<file path="src/rtl/pss_pkg.sv">
// package: register map, bit layout and latch indices of the phy status summary block
package pss_pkg;
    // ------------------------------------------------------------
    // register addresses (management register index)
    // ------------------------------------------------------------
    localparam int PSS_AW = 5;
    localparam int PSS_DW = 16;
    localparam logic [4:0] PSS_ADDR_BASIC_STATUS = 5'h01;
    localparam logic [4:0] PSS_ADDR_AN_EXPANSION = 5'h06;
    localparam logic [4:0] PSS_ADDR_SUMMARY = 5'h10;
    localparam logic [4:0] PSS_ADDR_INT_STATUS_EVENT = 5'h12;
    localparam logic [4:0] PSS_ADDR_FALSE_CARRIER_CNT = 5'h14;
    localparam logic [4:0] PSS_ADDR_RX_ERROR_CNT = 5'h15;
    localparam logic [4:0] PSS_ADDR_PCS_CONFIG = 5'h16;
    localparam logic [4:0] PSS_ADDR_PHY_CONTROL = 5'h19;
    localparam logic [4:0] PSS_ADDR_TENMEG_STATUS = 5'h1a;
    localparam logic [4:0] PSS_ADDR_EVT_STATUS = 5'h1c;
    localparam logic [4:0] PSS_ADDR_EVT_MASK = 5'h1d;
    // ------------------------------------------------------------
    // field positions
    // ------------------------------------------------------------
    localparam int PSS_SUM_RESERVED = 15;
    localparam int PSS_SUM_XOVER = 14;
    localparam int PSS_SUM_RXERR = 13;
    localparam int PSS_SUM_POLARITY = 12;
    localparam int PSS_SUM_FCARRIER = 11;
    localparam int PSS_SUM_SIGDET = 10;
    localparam int PSS_SUM_LOCK = 9;
    localparam int PSS_SUM_PAGE = 8;
    localparam int PSS_SUM_INTPEND = 7;
    localparam int PSS_SUM_RFAULT = 6;
    localparam int PSS_LOW_W = 6;
    localparam int PSS_CTL_AUTO_EN = 15;
    localparam int PSS_CTL_FORCE = 14;
    localparam int PSS_PCS_SD_QUALIFY = 8;
    localparam int PSS_TENMEG_POLARITY = 4;
    localparam int PSS_AUTONEG_EXPANSION_REGISTER_PAGE = 1;
    localparam int PSS_BASIC_RFAULT = 4;
    // ------------------------------------------------------------
    // latch indices and reset values
    // ------------------------------------------------------------
    localparam int PSS_NLAT = 8;
    localparam int PSS_L_RXERR = 0;
    localparam int PSS_L_POLARITY = 1;
    localparam int PSS_L_FCARRIER = 2;
    localparam int PSS_L_SIGDET = 3;
    localparam int PSS_L_LOCK = 4;
    localparam int PSS_L_PAGE = 5;
    localparam int PSS_L_INTPEND = 6;
    localparam int PSS_L_RFAULT = 7;
    localparam logic [7:0] PSS_LOW_MASK = 8'h18;
    localparam logic [7:0] PSS_LAT_RESET = 8'h00;
    localparam logic [15:0] PSS_WORD_RESET = 16'h0000;
    localparam logic [7:0] PSS_EVT_RESET = 8'h00;
endpackage : pss_pkg

</file>
<file path="src/rtl/pss_latch_if.sv">
// interface: live inputs, read clears and held values of the status latches
`timescale 1ns/1ps
interface pss_latch_if #(parameter int N = 8);
    logic [N-1:0] live;
    logic [N-1:0] clr;
    logic [N-1:0] q;
    modport owner (input live, input clr, output q);
    modport user (output live, output clr, input q);
endinterface : pss_latch_if

</file>
<file path="src/rtl/pss_latch.sv">
// status latch bank: latching-high and latching-low bits with read clear
`timescale 1ns/1ps
module pss_latch #(
    parameter int N = 8,
    parameter logic [N-1:0] LOW_MASK = '0,
    parameter logic [N-1:0] RESET_VAL = '0
) (
    input wire logic clk_i,          // core clock
    input wire logic rst_i,          // async reset, high
    pss_latch_if.owner lat           // live, clear and held values
);
    typedef struct packed {
        logic [N-1:0] q;
    } pss_lat_s;

    pss_lat_s cur;
    pss_lat_s next_cur;
    logic [N-1:0] next_q;

    // ------------------------------------------------------------
    // per-bit latch behaviour
    // ------------------------------------------------------------
    genvar g;
    generate
        for (g = 0; g < N; g++) begin : g_bit
            if (LOW_MASK[g]) begin : g_low
                // a read reloads the live level; until then a low stays caught
                assign next_q[g] = lat.clr[g] ? lat.live[g] : (cur.q[g] & lat.live[g]);
            end else begin : g_high
                // set wins over a clear arriving in the same cycle
                assign next_q[g] = lat.live[g] | (cur.q[g] & ~lat.clr[g]);
            end
        end
    endgenerate

    always_comb begin
        next_cur = cur;
        next_cur.q = next_q;
    end

    always_ff @(posedge clk_i or posedge rst_i) begin
        if (rst_i) begin
            cur.q <= RESET_VAL;
        end else begin
            cur <= next_cur;
        end
    end

    assign lat.q = cur.q;
endmodule : pss_latch

</file>
<file path="src/rtl/pss_top.sv">
// phy status summary word, bits 15 to 6, with its latches, controls and event interrupt
//
// Summary of operation
// bit 15 reserved, reads zero, writes ignored
// bit 14 reports crossover, one means swapped
// crossover follows enable and force, live when auto
// bit 13 latches receive error, cleared by 15h read
// bit 12 mirrors polarity, cleared by its register
// bit 11 latches false carrier, cleared by 14h read
// bit 10 latching-low qualified signal detect
// bit 9 latching-low descrambler lock
// bit 8 mirrors page received, cleared by 06h
// bit 7 interrupt pending, cleared by 12h read
// bit 6 remote fault, cleared by 01h read
// bits 5..0 join into one 16-bit word
`timescale 1ns/1ps
module pss_top
    import pss_pkg::*;
(
    input wire logic REF_CLK_I,                         // 200 MHz core clock
    input wire logic RST_I,                             // async reset, high
    input wire logic [pss_pkg::PSS_AW-1:0] ADDR_I,      // register index
    input wire logic [pss_pkg::PSS_DW-1:0] WDATA_I,     // write data
    input wire logic WR_I,                              // write strobe
    input wire logic RD_I,                              // read strobe
    output logic [pss_pkg::PSS_DW-1:0] RDATA_O,         // read data, cycle after strobe
    input wire logic XOVER_ALG_SWAP_I,                  // auto crossover algorithm state
    input wire logic RX_ERROR_I,                        // receive error event
    input wire logic FALSE_CARRIER_I,                   // false carrier event
    input wire logic POLARITY_INVERTED_I,               // inverted polarity detected
    input wire logic RAW_SIGNAL_DETECT_I,               // raw signal detect
    input wire logic DESCRAMBLER_LOCK_I,                // descrambler locked
    input wire logic PAGE_RECEIVED_I,                   // link code word page received
    input wire logic INTERRUPT_EVENT_I,                 // internal interrupt raised
    input wire logic REMOTE_FAULT_I,                    // partner remote fault
    input wire logic [pss_pkg::PSS_LOW_W-1:0] LOW_STATUS_I, // bits 5..0 of the word
    output logic CROSSOVER_O,                           // pairs swapped
    output logic IRQ_O                                  // level interrupt
);
    import pss_pkg::*;

    // ------------------------------------------------------------
    // state
    // ------------------------------------------------------------
    typedef struct packed {
        logic [PSS_DW-1:0] rdata;
        logic auto_en;
        logic force_x;
        logic sd_qualify;
        logic xover;
        logic [PSS_NLAT-1:0] evt_mask;
        logic [PSS_NLAT-1:0] evt_status;
    } pss_state_s;

    pss_state_s cur;
    pss_state_s next_cur;

    pss_latch_if #(.N(PSS_NLAT)) lat ();

    logic rd_sum;
    logic rd_basic;
    logic rd_autoneg_expansion_register;
    logic rd_interrupt_status_event_register;
    logic rd_fcar;
    logic rd_rxerr;
    logic rd_tenmeg;
    logic rd_evt;
    logic sd_qualified;
    logic [PSS_NLAT-1:0] events;
    logic [PSS_DW-1:0] summary;

    // ------------------------------------------------------------
    // read decode: reads of the owning registers clear the mirrors
    // ------------------------------------------------------------
    assign rd_sum = RD_I && (ADDR_I == PSS_ADDR_SUMMARY);
    assign rd_basic = RD_I && (ADDR_I == PSS_ADDR_BASIC_STATUS);
    assign rd_autoneg_expansion_register = RD_I && (ADDR_I == PSS_ADDR_AN_EXPANSION);
    assign rd_interrupt_status_event_register = RD_I && (ADDR_I == PSS_ADDR_INT_STATUS_EVENT);
    assign rd_fcar = RD_I && (ADDR_I == PSS_ADDR_FALSE_CARRIER_CNT);
    assign rd_rxerr = RD_I && (ADDR_I == PSS_ADDR_RX_ERROR_CNT);
    assign rd_tenmeg = RD_I && (ADDR_I == PSS_ADDR_TENMEG_STATUS);
    assign rd_evt = RD_I && (ADDR_I == PSS_ADDR_EVT_STATUS);

    // qualification by lock is optional so a slow-locking link can still be seen
    assign sd_qualified = cur.sd_qualify ? (RAW_SIGNAL_DETECT_I & DESCRAMBLER_LOCK_I)
                                         : RAW_SIGNAL_DETECT_I;

    // ------------------------------------------------------------
    // latch bank hookup
    // ------------------------------------------------------------
    always_comb begin
        lat.live = '0;
        lat.clr = '0;
        lat.live[PSS_L_RXERR] = RX_ERROR_I;
        lat.clr[PSS_L_RXERR] = rd_rxerr;
        lat.live[PSS_L_POLARITY] = POLARITY_INVERTED_I;
        lat.clr[PSS_L_POLARITY] = rd_tenmeg;
        lat.live[PSS_L_FCARRIER] = FALSE_CARRIER_I;
        lat.clr[PSS_L_FCARRIER] = rd_fcar;
        lat.live[PSS_L_SIGDET] = sd_qualified;
        lat.clr[PSS_L_SIGDET] = rd_sum;
        lat.live[PSS_L_LOCK] = DESCRAMBLER_LOCK_I;
        lat.clr[PSS_L_LOCK] = rd_sum;
        lat.live[PSS_L_PAGE] = PAGE_RECEIVED_I;
        lat.clr[PSS_L_PAGE] = rd_autoneg_expansion_register;
        lat.live[PSS_L_INTPEND] = INTERRUPT_EVENT_I;
        lat.clr[PSS_L_INTPEND] = rd_interrupt_status_event_register;
        lat.live[PSS_L_RFAULT] = REMOTE_FAULT_I;
        lat.clr[PSS_L_RFAULT] = rd_basic;
    end

    pss_latch #(
        .N(PSS_NLAT),
        .LOW_MASK(PSS_LOW_MASK),
        .RESET_VAL(PSS_LAT_RESET)
    ) u_latch (
        .clk_i(REF_CLK_I),
        .rst_i(RST_I),
        .lat(lat)
    );

    // an event is the active level of each source: high, or low for the latching-low bits
    assign events = lat.live ^ PSS_LOW_MASK;

    // ------------------------------------------------------------
    // summary word assembly
    // ------------------------------------------------------------
    always_comb begin
        summary = PSS_WORD_RESET;
        summary[PSS_LOW_W-1:0] = LOW_STATUS_I;
        summary[PSS_SUM_RESERVED] = 1'b0;
        summary[PSS_SUM_XOVER] = cur.xover;
        summary[PSS_SUM_RXERR] = lat.q[PSS_L_RXERR];
        summary[PSS_SUM_POLARITY] = lat.q[PSS_L_POLARITY];
        summary[PSS_SUM_FCARRIER] = lat.q[PSS_L_FCARRIER];
        summary[PSS_SUM_SIGDET] = lat.q[PSS_L_SIGDET];
        summary[PSS_SUM_LOCK] = lat.q[PSS_L_LOCK];
        summary[PSS_SUM_PAGE] = lat.q[PSS_L_PAGE];
        summary[PSS_SUM_INTPEND] = lat.q[PSS_L_INTPEND];
        summary[PSS_SUM_RFAULT] = lat.q[PSS_L_RFAULT];
    end

    // ------------------------------------------------------------
    // next state
    // ------------------------------------------------------------
    always_comb begin
        next_cur = cur;
        // crossover: force wins, else live algorithm when auto, else normal pairs
        if (cur.force_x) begin
            next_cur.xover = 1'b1;
        end else if (cur.auto_en) begin
            next_cur.xover = XOVER_ALG_SWAP_I;
        end else begin
            next_cur.xover = 1'b0;
        end
        // write port; the summary word itself takes no writes
        if (WR_I) begin
            case (ADDR_I)
                PSS_ADDR_PHY_CONTROL: begin
                    next_cur.auto_en = WDATA_I[PSS_CTL_AUTO_EN];
                    next_cur.force_x = WDATA_I[PSS_CTL_FORCE];
                end
                PSS_ADDR_PCS_CONFIG: begin
                    next_cur.sd_qualify = WDATA_I[PSS_PCS_SD_QUALIFY];
                end
                PSS_ADDR_EVT_MASK: begin
                    next_cur.evt_mask = WDATA_I[PSS_NLAT-1:0];
                end
                default: begin
                    next_cur.auto_en = cur.auto_en;
                end
            endcase
        end
        // sticky events: read clears, a new event in the same cycle survives
        next_cur.evt_status = (cur.evt_status & ~{PSS_NLAT{rd_evt}}) | events;
        // read port: unmapped indices and 12h, 14h, 15h answer zero
        next_cur.rdata = PSS_WORD_RESET;
        if (RD_I) begin
            case (ADDR_I)
                PSS_ADDR_SUMMARY: begin
                    next_cur.rdata = summary;
                end
                PSS_ADDR_PHY_CONTROL: begin
                    next_cur.rdata[PSS_CTL_AUTO_EN] = cur.auto_en;
                    next_cur.rdata[PSS_CTL_FORCE] = cur.force_x;
                end
                PSS_ADDR_PCS_CONFIG: begin
                    next_cur.rdata[PSS_PCS_SD_QUALIFY] = cur.sd_qualify;
                end
                PSS_ADDR_TENMEG_STATUS: begin
                    next_cur.rdata[PSS_TENMEG_POLARITY] = lat.q[PSS_L_POLARITY];
                end
                PSS_ADDR_AN_EXPANSION: begin
                    next_cur.rdata[PSS_AUTONEG_EXPANSION_REGISTER_PAGE] = lat.q[PSS_L_PAGE];
                end
                PSS_ADDR_BASIC_STATUS: begin
                    next_cur.rdata[PSS_BASIC_RFAULT] = lat.q[PSS_L_RFAULT];
                end
                PSS_ADDR_EVT_STATUS: begin
                    next_cur.rdata[PSS_NLAT-1:0] = cur.evt_status;
                end
                PSS_ADDR_EVT_MASK: begin
                    next_cur.rdata[PSS_NLAT-1:0] = cur.evt_mask;
                end
                default: begin
                    next_cur.rdata = PSS_WORD_RESET;
                end
            endcase
        end
    end

    always_ff @(posedge REF_CLK_I or posedge RST_I) begin
        if (RST_I) begin
            cur.rdata <= PSS_WORD_RESET;
            cur.auto_en <= 1'b0;
            cur.force_x <= 1'b0;
            cur.sd_qualify <= 1'b0;
            cur.xover <= 1'b0;
            cur.evt_mask <= PSS_EVT_RESET;
            cur.evt_status <= PSS_EVT_RESET;
        end else begin
            cur <= next_cur;
        end
    end

    assign RDATA_O = cur.rdata;
    assign CROSSOVER_O = cur.xover;
    assign IRQ_O = |(cur.evt_status & cur.evt_mask);
endmodule : pss_top

</file>
<file path="config.mk">
export PLATFORM = sky130hd
export DESIGN_NAME = pss_top
export DESIGN_NICKNAME = d
export VERILOG_FILES = /design/src/rtl/pss_pkg.sv /design/src/rtl/pss_latch_if.sv /design/src/rtl/pss_latch.sv /design/src/rtl/pss_top.sv
export SDC_FILE = /design/constraint.sdc
export NUM_CORES = 1
export LEC_CHECK = 0
export BUFFER_PORTS_ARGS = -buffer_cell sky130_fd_sc_hd__buf_2
export CAP_MARGIN = 20
export CORE_MARGIN = 1.5
export CORE_UTILIZATION = 58
export CTS_BUF_LIST = sky130_fd_sc_hd__clkbuf_4 sky130_fd_sc_hd__clkbuf_8
export DETAILED_ROUTE_END_ITERATION = 8
export GPL_TIMING_DRIVEN = 1
export PLACE_DENSITY = 0.95
export SETUP_SLACK_MARGIN = 0.15
export SLEW_MARGIN = 15
export SYNTH_ARGS = -nofsm -noshare
export SYNTH_HDL_FRONTEND = slang
export SYNTH_HIERARCHICAL = 1
export SYNTH_SLANG_ARGS = --single-unit
</file>
<file path="constraint.sdc">
create_clock -name REF_CLK_I -period 2.7 [get_ports REF_CLK_I]
set_input_delay 0.405 -clock REF_CLK_I [delete_from_list [all_inputs] [get_ports REF_CLK_I]]
set_output_delay 0.405 -clock REF_CLK_I [all_outputs]
set_load 0.05 [all_outputs]
</file>
======== Word-level counts from Yosys, hierarchy flattened ========
Index checks and enable logic that the tools add are counted.
operators by class
  equal/unequal tests ..................... 11
  mux-type cells .......................... 14
  bitwise logic cells ..................... 26
  reduce and logical (&&, ||, !) cells .... 12
operators by type and width
  kind                                            number
  == test 5 bit (second input constant)           9
  bitwise AND 8 bit                               2
  two-way mux 16 bit                              1
  bitwise AND 1 bit                               9
  case mux 3 bit (3 select lines)                 1
  logical AND 1 bit                               8
  inverter 8 bit                                  1
  bitwise OR 8 bit                                1
  OR reduction 8 bit                              1
  inverter 1 bit                                  6
  bitwise OR 1 bit                                6
  case mux 2 bit (3 select lines)                 1
  AND reduction 2 bit                             3
  == test 5 x 1 -> 1 bit (second input constant)  1
  == test 5 x 3 -> 1 bit (second input constant)  1
  two-way mux 1 bit                               5
  two-way mux 5 bit                               1
  case mux 1 bit (5 select lines)                 1
  case mux 1 bit (4 select lines)                 1
  case mux 2 bit (2 select lines)                 1
  case mux 1 bit (3 select lines)                 1
  inverter 2 bit                                  1
  case mux 1 bit (2 select lines)                 1
storage, ports and cells
  flip-flop bits (word level) ............. 44
  input port bits ......................... 40
  output and inout port bits .............. 18
  logic and storage cells ................. 71

======== Depth between registers and ports, before layout ========
  depth in word-level cells ............... 5
  mapped depth ............................ 6
  depth with buffers taken out ............ 5

======== Modules after synthesis ========
The synthesis kept the hierarchy.
by module, submodules not included
  module     times used  cells each  area each (um2)  sequential area each (um2)
  pss_top    1           160         1769.2           900.9
  pss_latch  1           23          286.5            200.2

======== Worst setup path after synthesis ========
No wires, ideal clock.
  path kind ............................... in2reg
  start ................................... input port ADDR_I[0] (netlist name)
  end ..................................... register cur[0] (netlist name)
  setup time .............................. 0.118 ns
  data arrival time ....................... 1.390 ns
  required time ........................... 2.582 ns
  path slack .............................. 1.192 ns
  stages on the path ...................... 5
  buffers on the path ..................... 2
  path through ............................ buf_4 > nand2b_1 > or3_1 > buf_2 > a21o_1
RTL lines
  what                  RTL line        text
  start, declared       pss_top.sv:22   input wire logic [pss_pkg::PSS_AW-1:0] ADDR_I,
  end signal, assigned  pss_top.sv:222  cur <= next_cur;
  end, declared         pss_top.sv:55   pss_state_s cur;

======== Final worst setup path ========
  start ................................... register cur[2] (netlist name)
  end ..................................... output port IRQ_O
between the ends
  longest elaborated chain between the ends .. 2
ends and longest elaborated chain
  what                RTL line        text
  bitwise AND 8 bit   pss_top.sv:228  assign IRQ_O = |(cur.evt_status & cur.evt_mask);
  OR reduction 8 bit  pss_top.sv:228
  end, declared       pss_top.sv:38   output logic IRQ_O
No other way between the ends.

==> out/results.txt <==
DR vias/cell: 5.62
Post-Synth Simple-Gate Area: 16.6%
Final hold vios: 0
CTS Buffer Depth: 2
Starting Density: 61.1%
Synth-to-Final Area Change: 13.1%
Worst r2r src: u_latch/lat.q[7]
Yosys reg bits: 44
Setup CP Type: reg -> out
Initial antenna violation count: 0
Core area: 3360 um^2
CTS H-tree depth: 2
Status: completed
Die H: 62.5 um
Synthesized area per cell: 11.2 um^2
Via count: 1517
ANT cells: 0
Die W: 62.5 um
Synth Area in XOR/XNOR: 0%
Multi-input gate area: 754 um^2
Distinct cells, synth: 32
Total of max-cap violations: 0
Max Freq: 0.577 GHz
EDFF count, synth: 0
Largest net degree at the start of global routing: 28
First-pass GRT wire length: 7020 um
Post-CTS Resized: 0
Syn. warnings: 6
# nets final: 263
Pwr Density: 577 nW/um^2
RSZ-0062 raised after global routing: no
Mux contribution to synthesized area: 6.03%
Die area: 3910 um^2
DP HPWL: 3060 um
Largest fanout on the critical path: 3
Critical path required time: 2.30 ns
Final Max Slew Viols: 0
Mapped cell area: 2060 um^2
Worst Clk Skew: 0.00506 ns
Least-Margin Pin Slew: 0.680 ns
Post-synthesis adder-cell area fraction: 0%
CTS tree: done
Layout cells sized above 1: 35.7%
Filler Cells Inserted: 262
Final setup fails: 0
Total clock sinks: 44
Minimum clock period: 1.73 ns
Hold Startpoint: DESCRAMBLER_LOCK_I
Relative slew slack: 54.3%
Post-synthesis compound-gate area fraction: 14.1%
Worst reg-to-reg setup slack: 1.69 ns
Clock Latency Late Sink: 0.35 ns
WL final: 4250 um
Arr. time, crit path: 1.33 ns
I/O pin count: 58
Initial DRC Count: 94
Routed WL per cell: 15.7 um
Crit path to: IRQ_O
HP Class: in -> reg
Crit. End Element: output pin
Clock Tree Root: clkbuf_4
1st-pass router iterations: 4
R2r endpoint: RDATA_O[4]
Main combinational cell family by area after synthesis: simple AND/OR/NAND/NOR gates
Overall routing resource usage: 23.3%
FF-to-FF path depth: 3
Syn Nets: 223
Worst Setup Start Kind: flip-flop
Tcrit/Tclk final: 64.2%
Reg clk slew, reported paths: 0.12 ns
Ys flop type: dfrtp_1
Post-DRT Antenna Nets: 0
PortBufs: 52
Fin Hold WS: 0.226 ns
FF/Latch Area: 1100 um^2
Peak supply drop: 0.000399 V
Cell leakage power: 1.09 nW
Asr flop ratio synth: 100%
Vias in the first global route: 1526
Total congestion overflow: 0
Site Rows: 21
Setup total negative slack: 0 ns
Num CTS Buffers: 5
Post-synthesis cell count: 183
Crit path from: cur[2]
Register area share after synthesis: 53.6%
Final Wtd Congestion: 0.849
Drt drc: 0
[cells in the mapped netlist (3+ instances only)]
cell type	count	area share (%)
and2_1	6	1.8
mux2_2	10	5.5
a21o_1	14	5.1
nor3_1	6	1.5
dfrtp_1	44	54
a21oi_1	6	1.5
buf_4	20	7.3
inv_1	11	2.0
nor2_1	6	1.1
a31oi_1	4	1.2
nor4_1	3	0.91
nand2_1	16	2.9
a22oi_1	12	4.4
[worst min path at each step]
stage	end	cells after the start
floorplan	u_latch/lat.q[0]	1
global placement	u_latch/lat.q[3]	2
detailed placement	u_latch/lat.q[3]	2
CTS	cur[4]	2
global route	cur[4]	2
finish	cur[4]	2
[worst max-delay path: stages (launching register included)]
cell,delay [ns]
dfrtp_1,0.43
a22oi_1,0.20
nand4_1,0.12
buf_2,0.23
[layer usage]
metal,vias up,global-route usage [%],part of all wire (%)
met1,724,31.0,43
met4,0,8.61,2.4
li1,704,-,-
met2,75,37.2,48
met5,-,0,0
met3,14,5.77,6.8
[registers in the layout, summed over array words and instances (netlist names)]
name,cells
RDATA_O,16
u_latch/lat.q,8
cur,19
CROSSOVER_O,1
[cells by family (layout without fill, tap and decap cells)]
logic type      Yosys count  count (layout)
compound gates           41              41
buf+inv                  33              74
flops                    44              44
simple gates             54              54
mux                      11              11
[cells in the final DEF (no fill, tap or decap), types with 2 or more instances in the layout]
cell type	netlist	layout
a21o_1	14	14
a21oi_1	6	6
a22oi_1	12	12
a31oi_1	4	4
and2_1	6	6
buf_2	1	52
clkbuf_4	0	5
dfrtp_1	44	44
inv_1	11	11
mux2_2	10	10
nand2_1	16	16
nand2_4	2	2
nand2b_1	2	2
nand2b_4	2	2
nand4_1	2	2
nor2_1	6	6
nor3_1	6	6
nor4_1	3	3
o21a_1	2	2
or3_1	2	2
[metrics by stage]
stage	utilization (%)	area [um^2]	setup slack (ns)	cells	power (mW)
4_1_cts	69.2	2330	0.966	270	1.35
3_5_place_dp	66.2	2230	0.931	261	0.923
3_3_place_gp	66.2	2230	0.979	261	0.913
2_1_floorplan	-	2060	1.19	183	0.860
6_report	69.2	2330	0.967	270	1.34
5_1_grt	69.2	2330	0.898	270	1.40
[area by class of cell]
class                   count  area share, %
repair buffers             54           11.9
clock buffers               6           2.21
clock inverters             2           1.67
flip-flops and latches     44           47.3
well taps                  46           2.47
multi-input cells         106           32.4
inverters                  12           1.94
[what timing repair did]
| action | 4_1_cts | 5_1_grt |
|---|---|---|
| endpoints found under the hold margin | 8 | 0 |
| setup buffers | 0 | 0 |
| hold buffers | 1 | 0 |
[where the power goes]
| group | switching, mW | leakage, nW | total (mW) | internal, mW |
|---|---|---|---|---|
| combinational | 0.106 | 0.517 | 0.180 | 0.0734 |
| sequential | 0.0344 | 0.528 | 0.733 | 0.699 |
| clock | 0.208 | 0.0484 | 0.430 | 0.222 |
| total | 0.349 | 1.09 | 1.34 | 0.994 |
(Power assumes the default switching activity.)
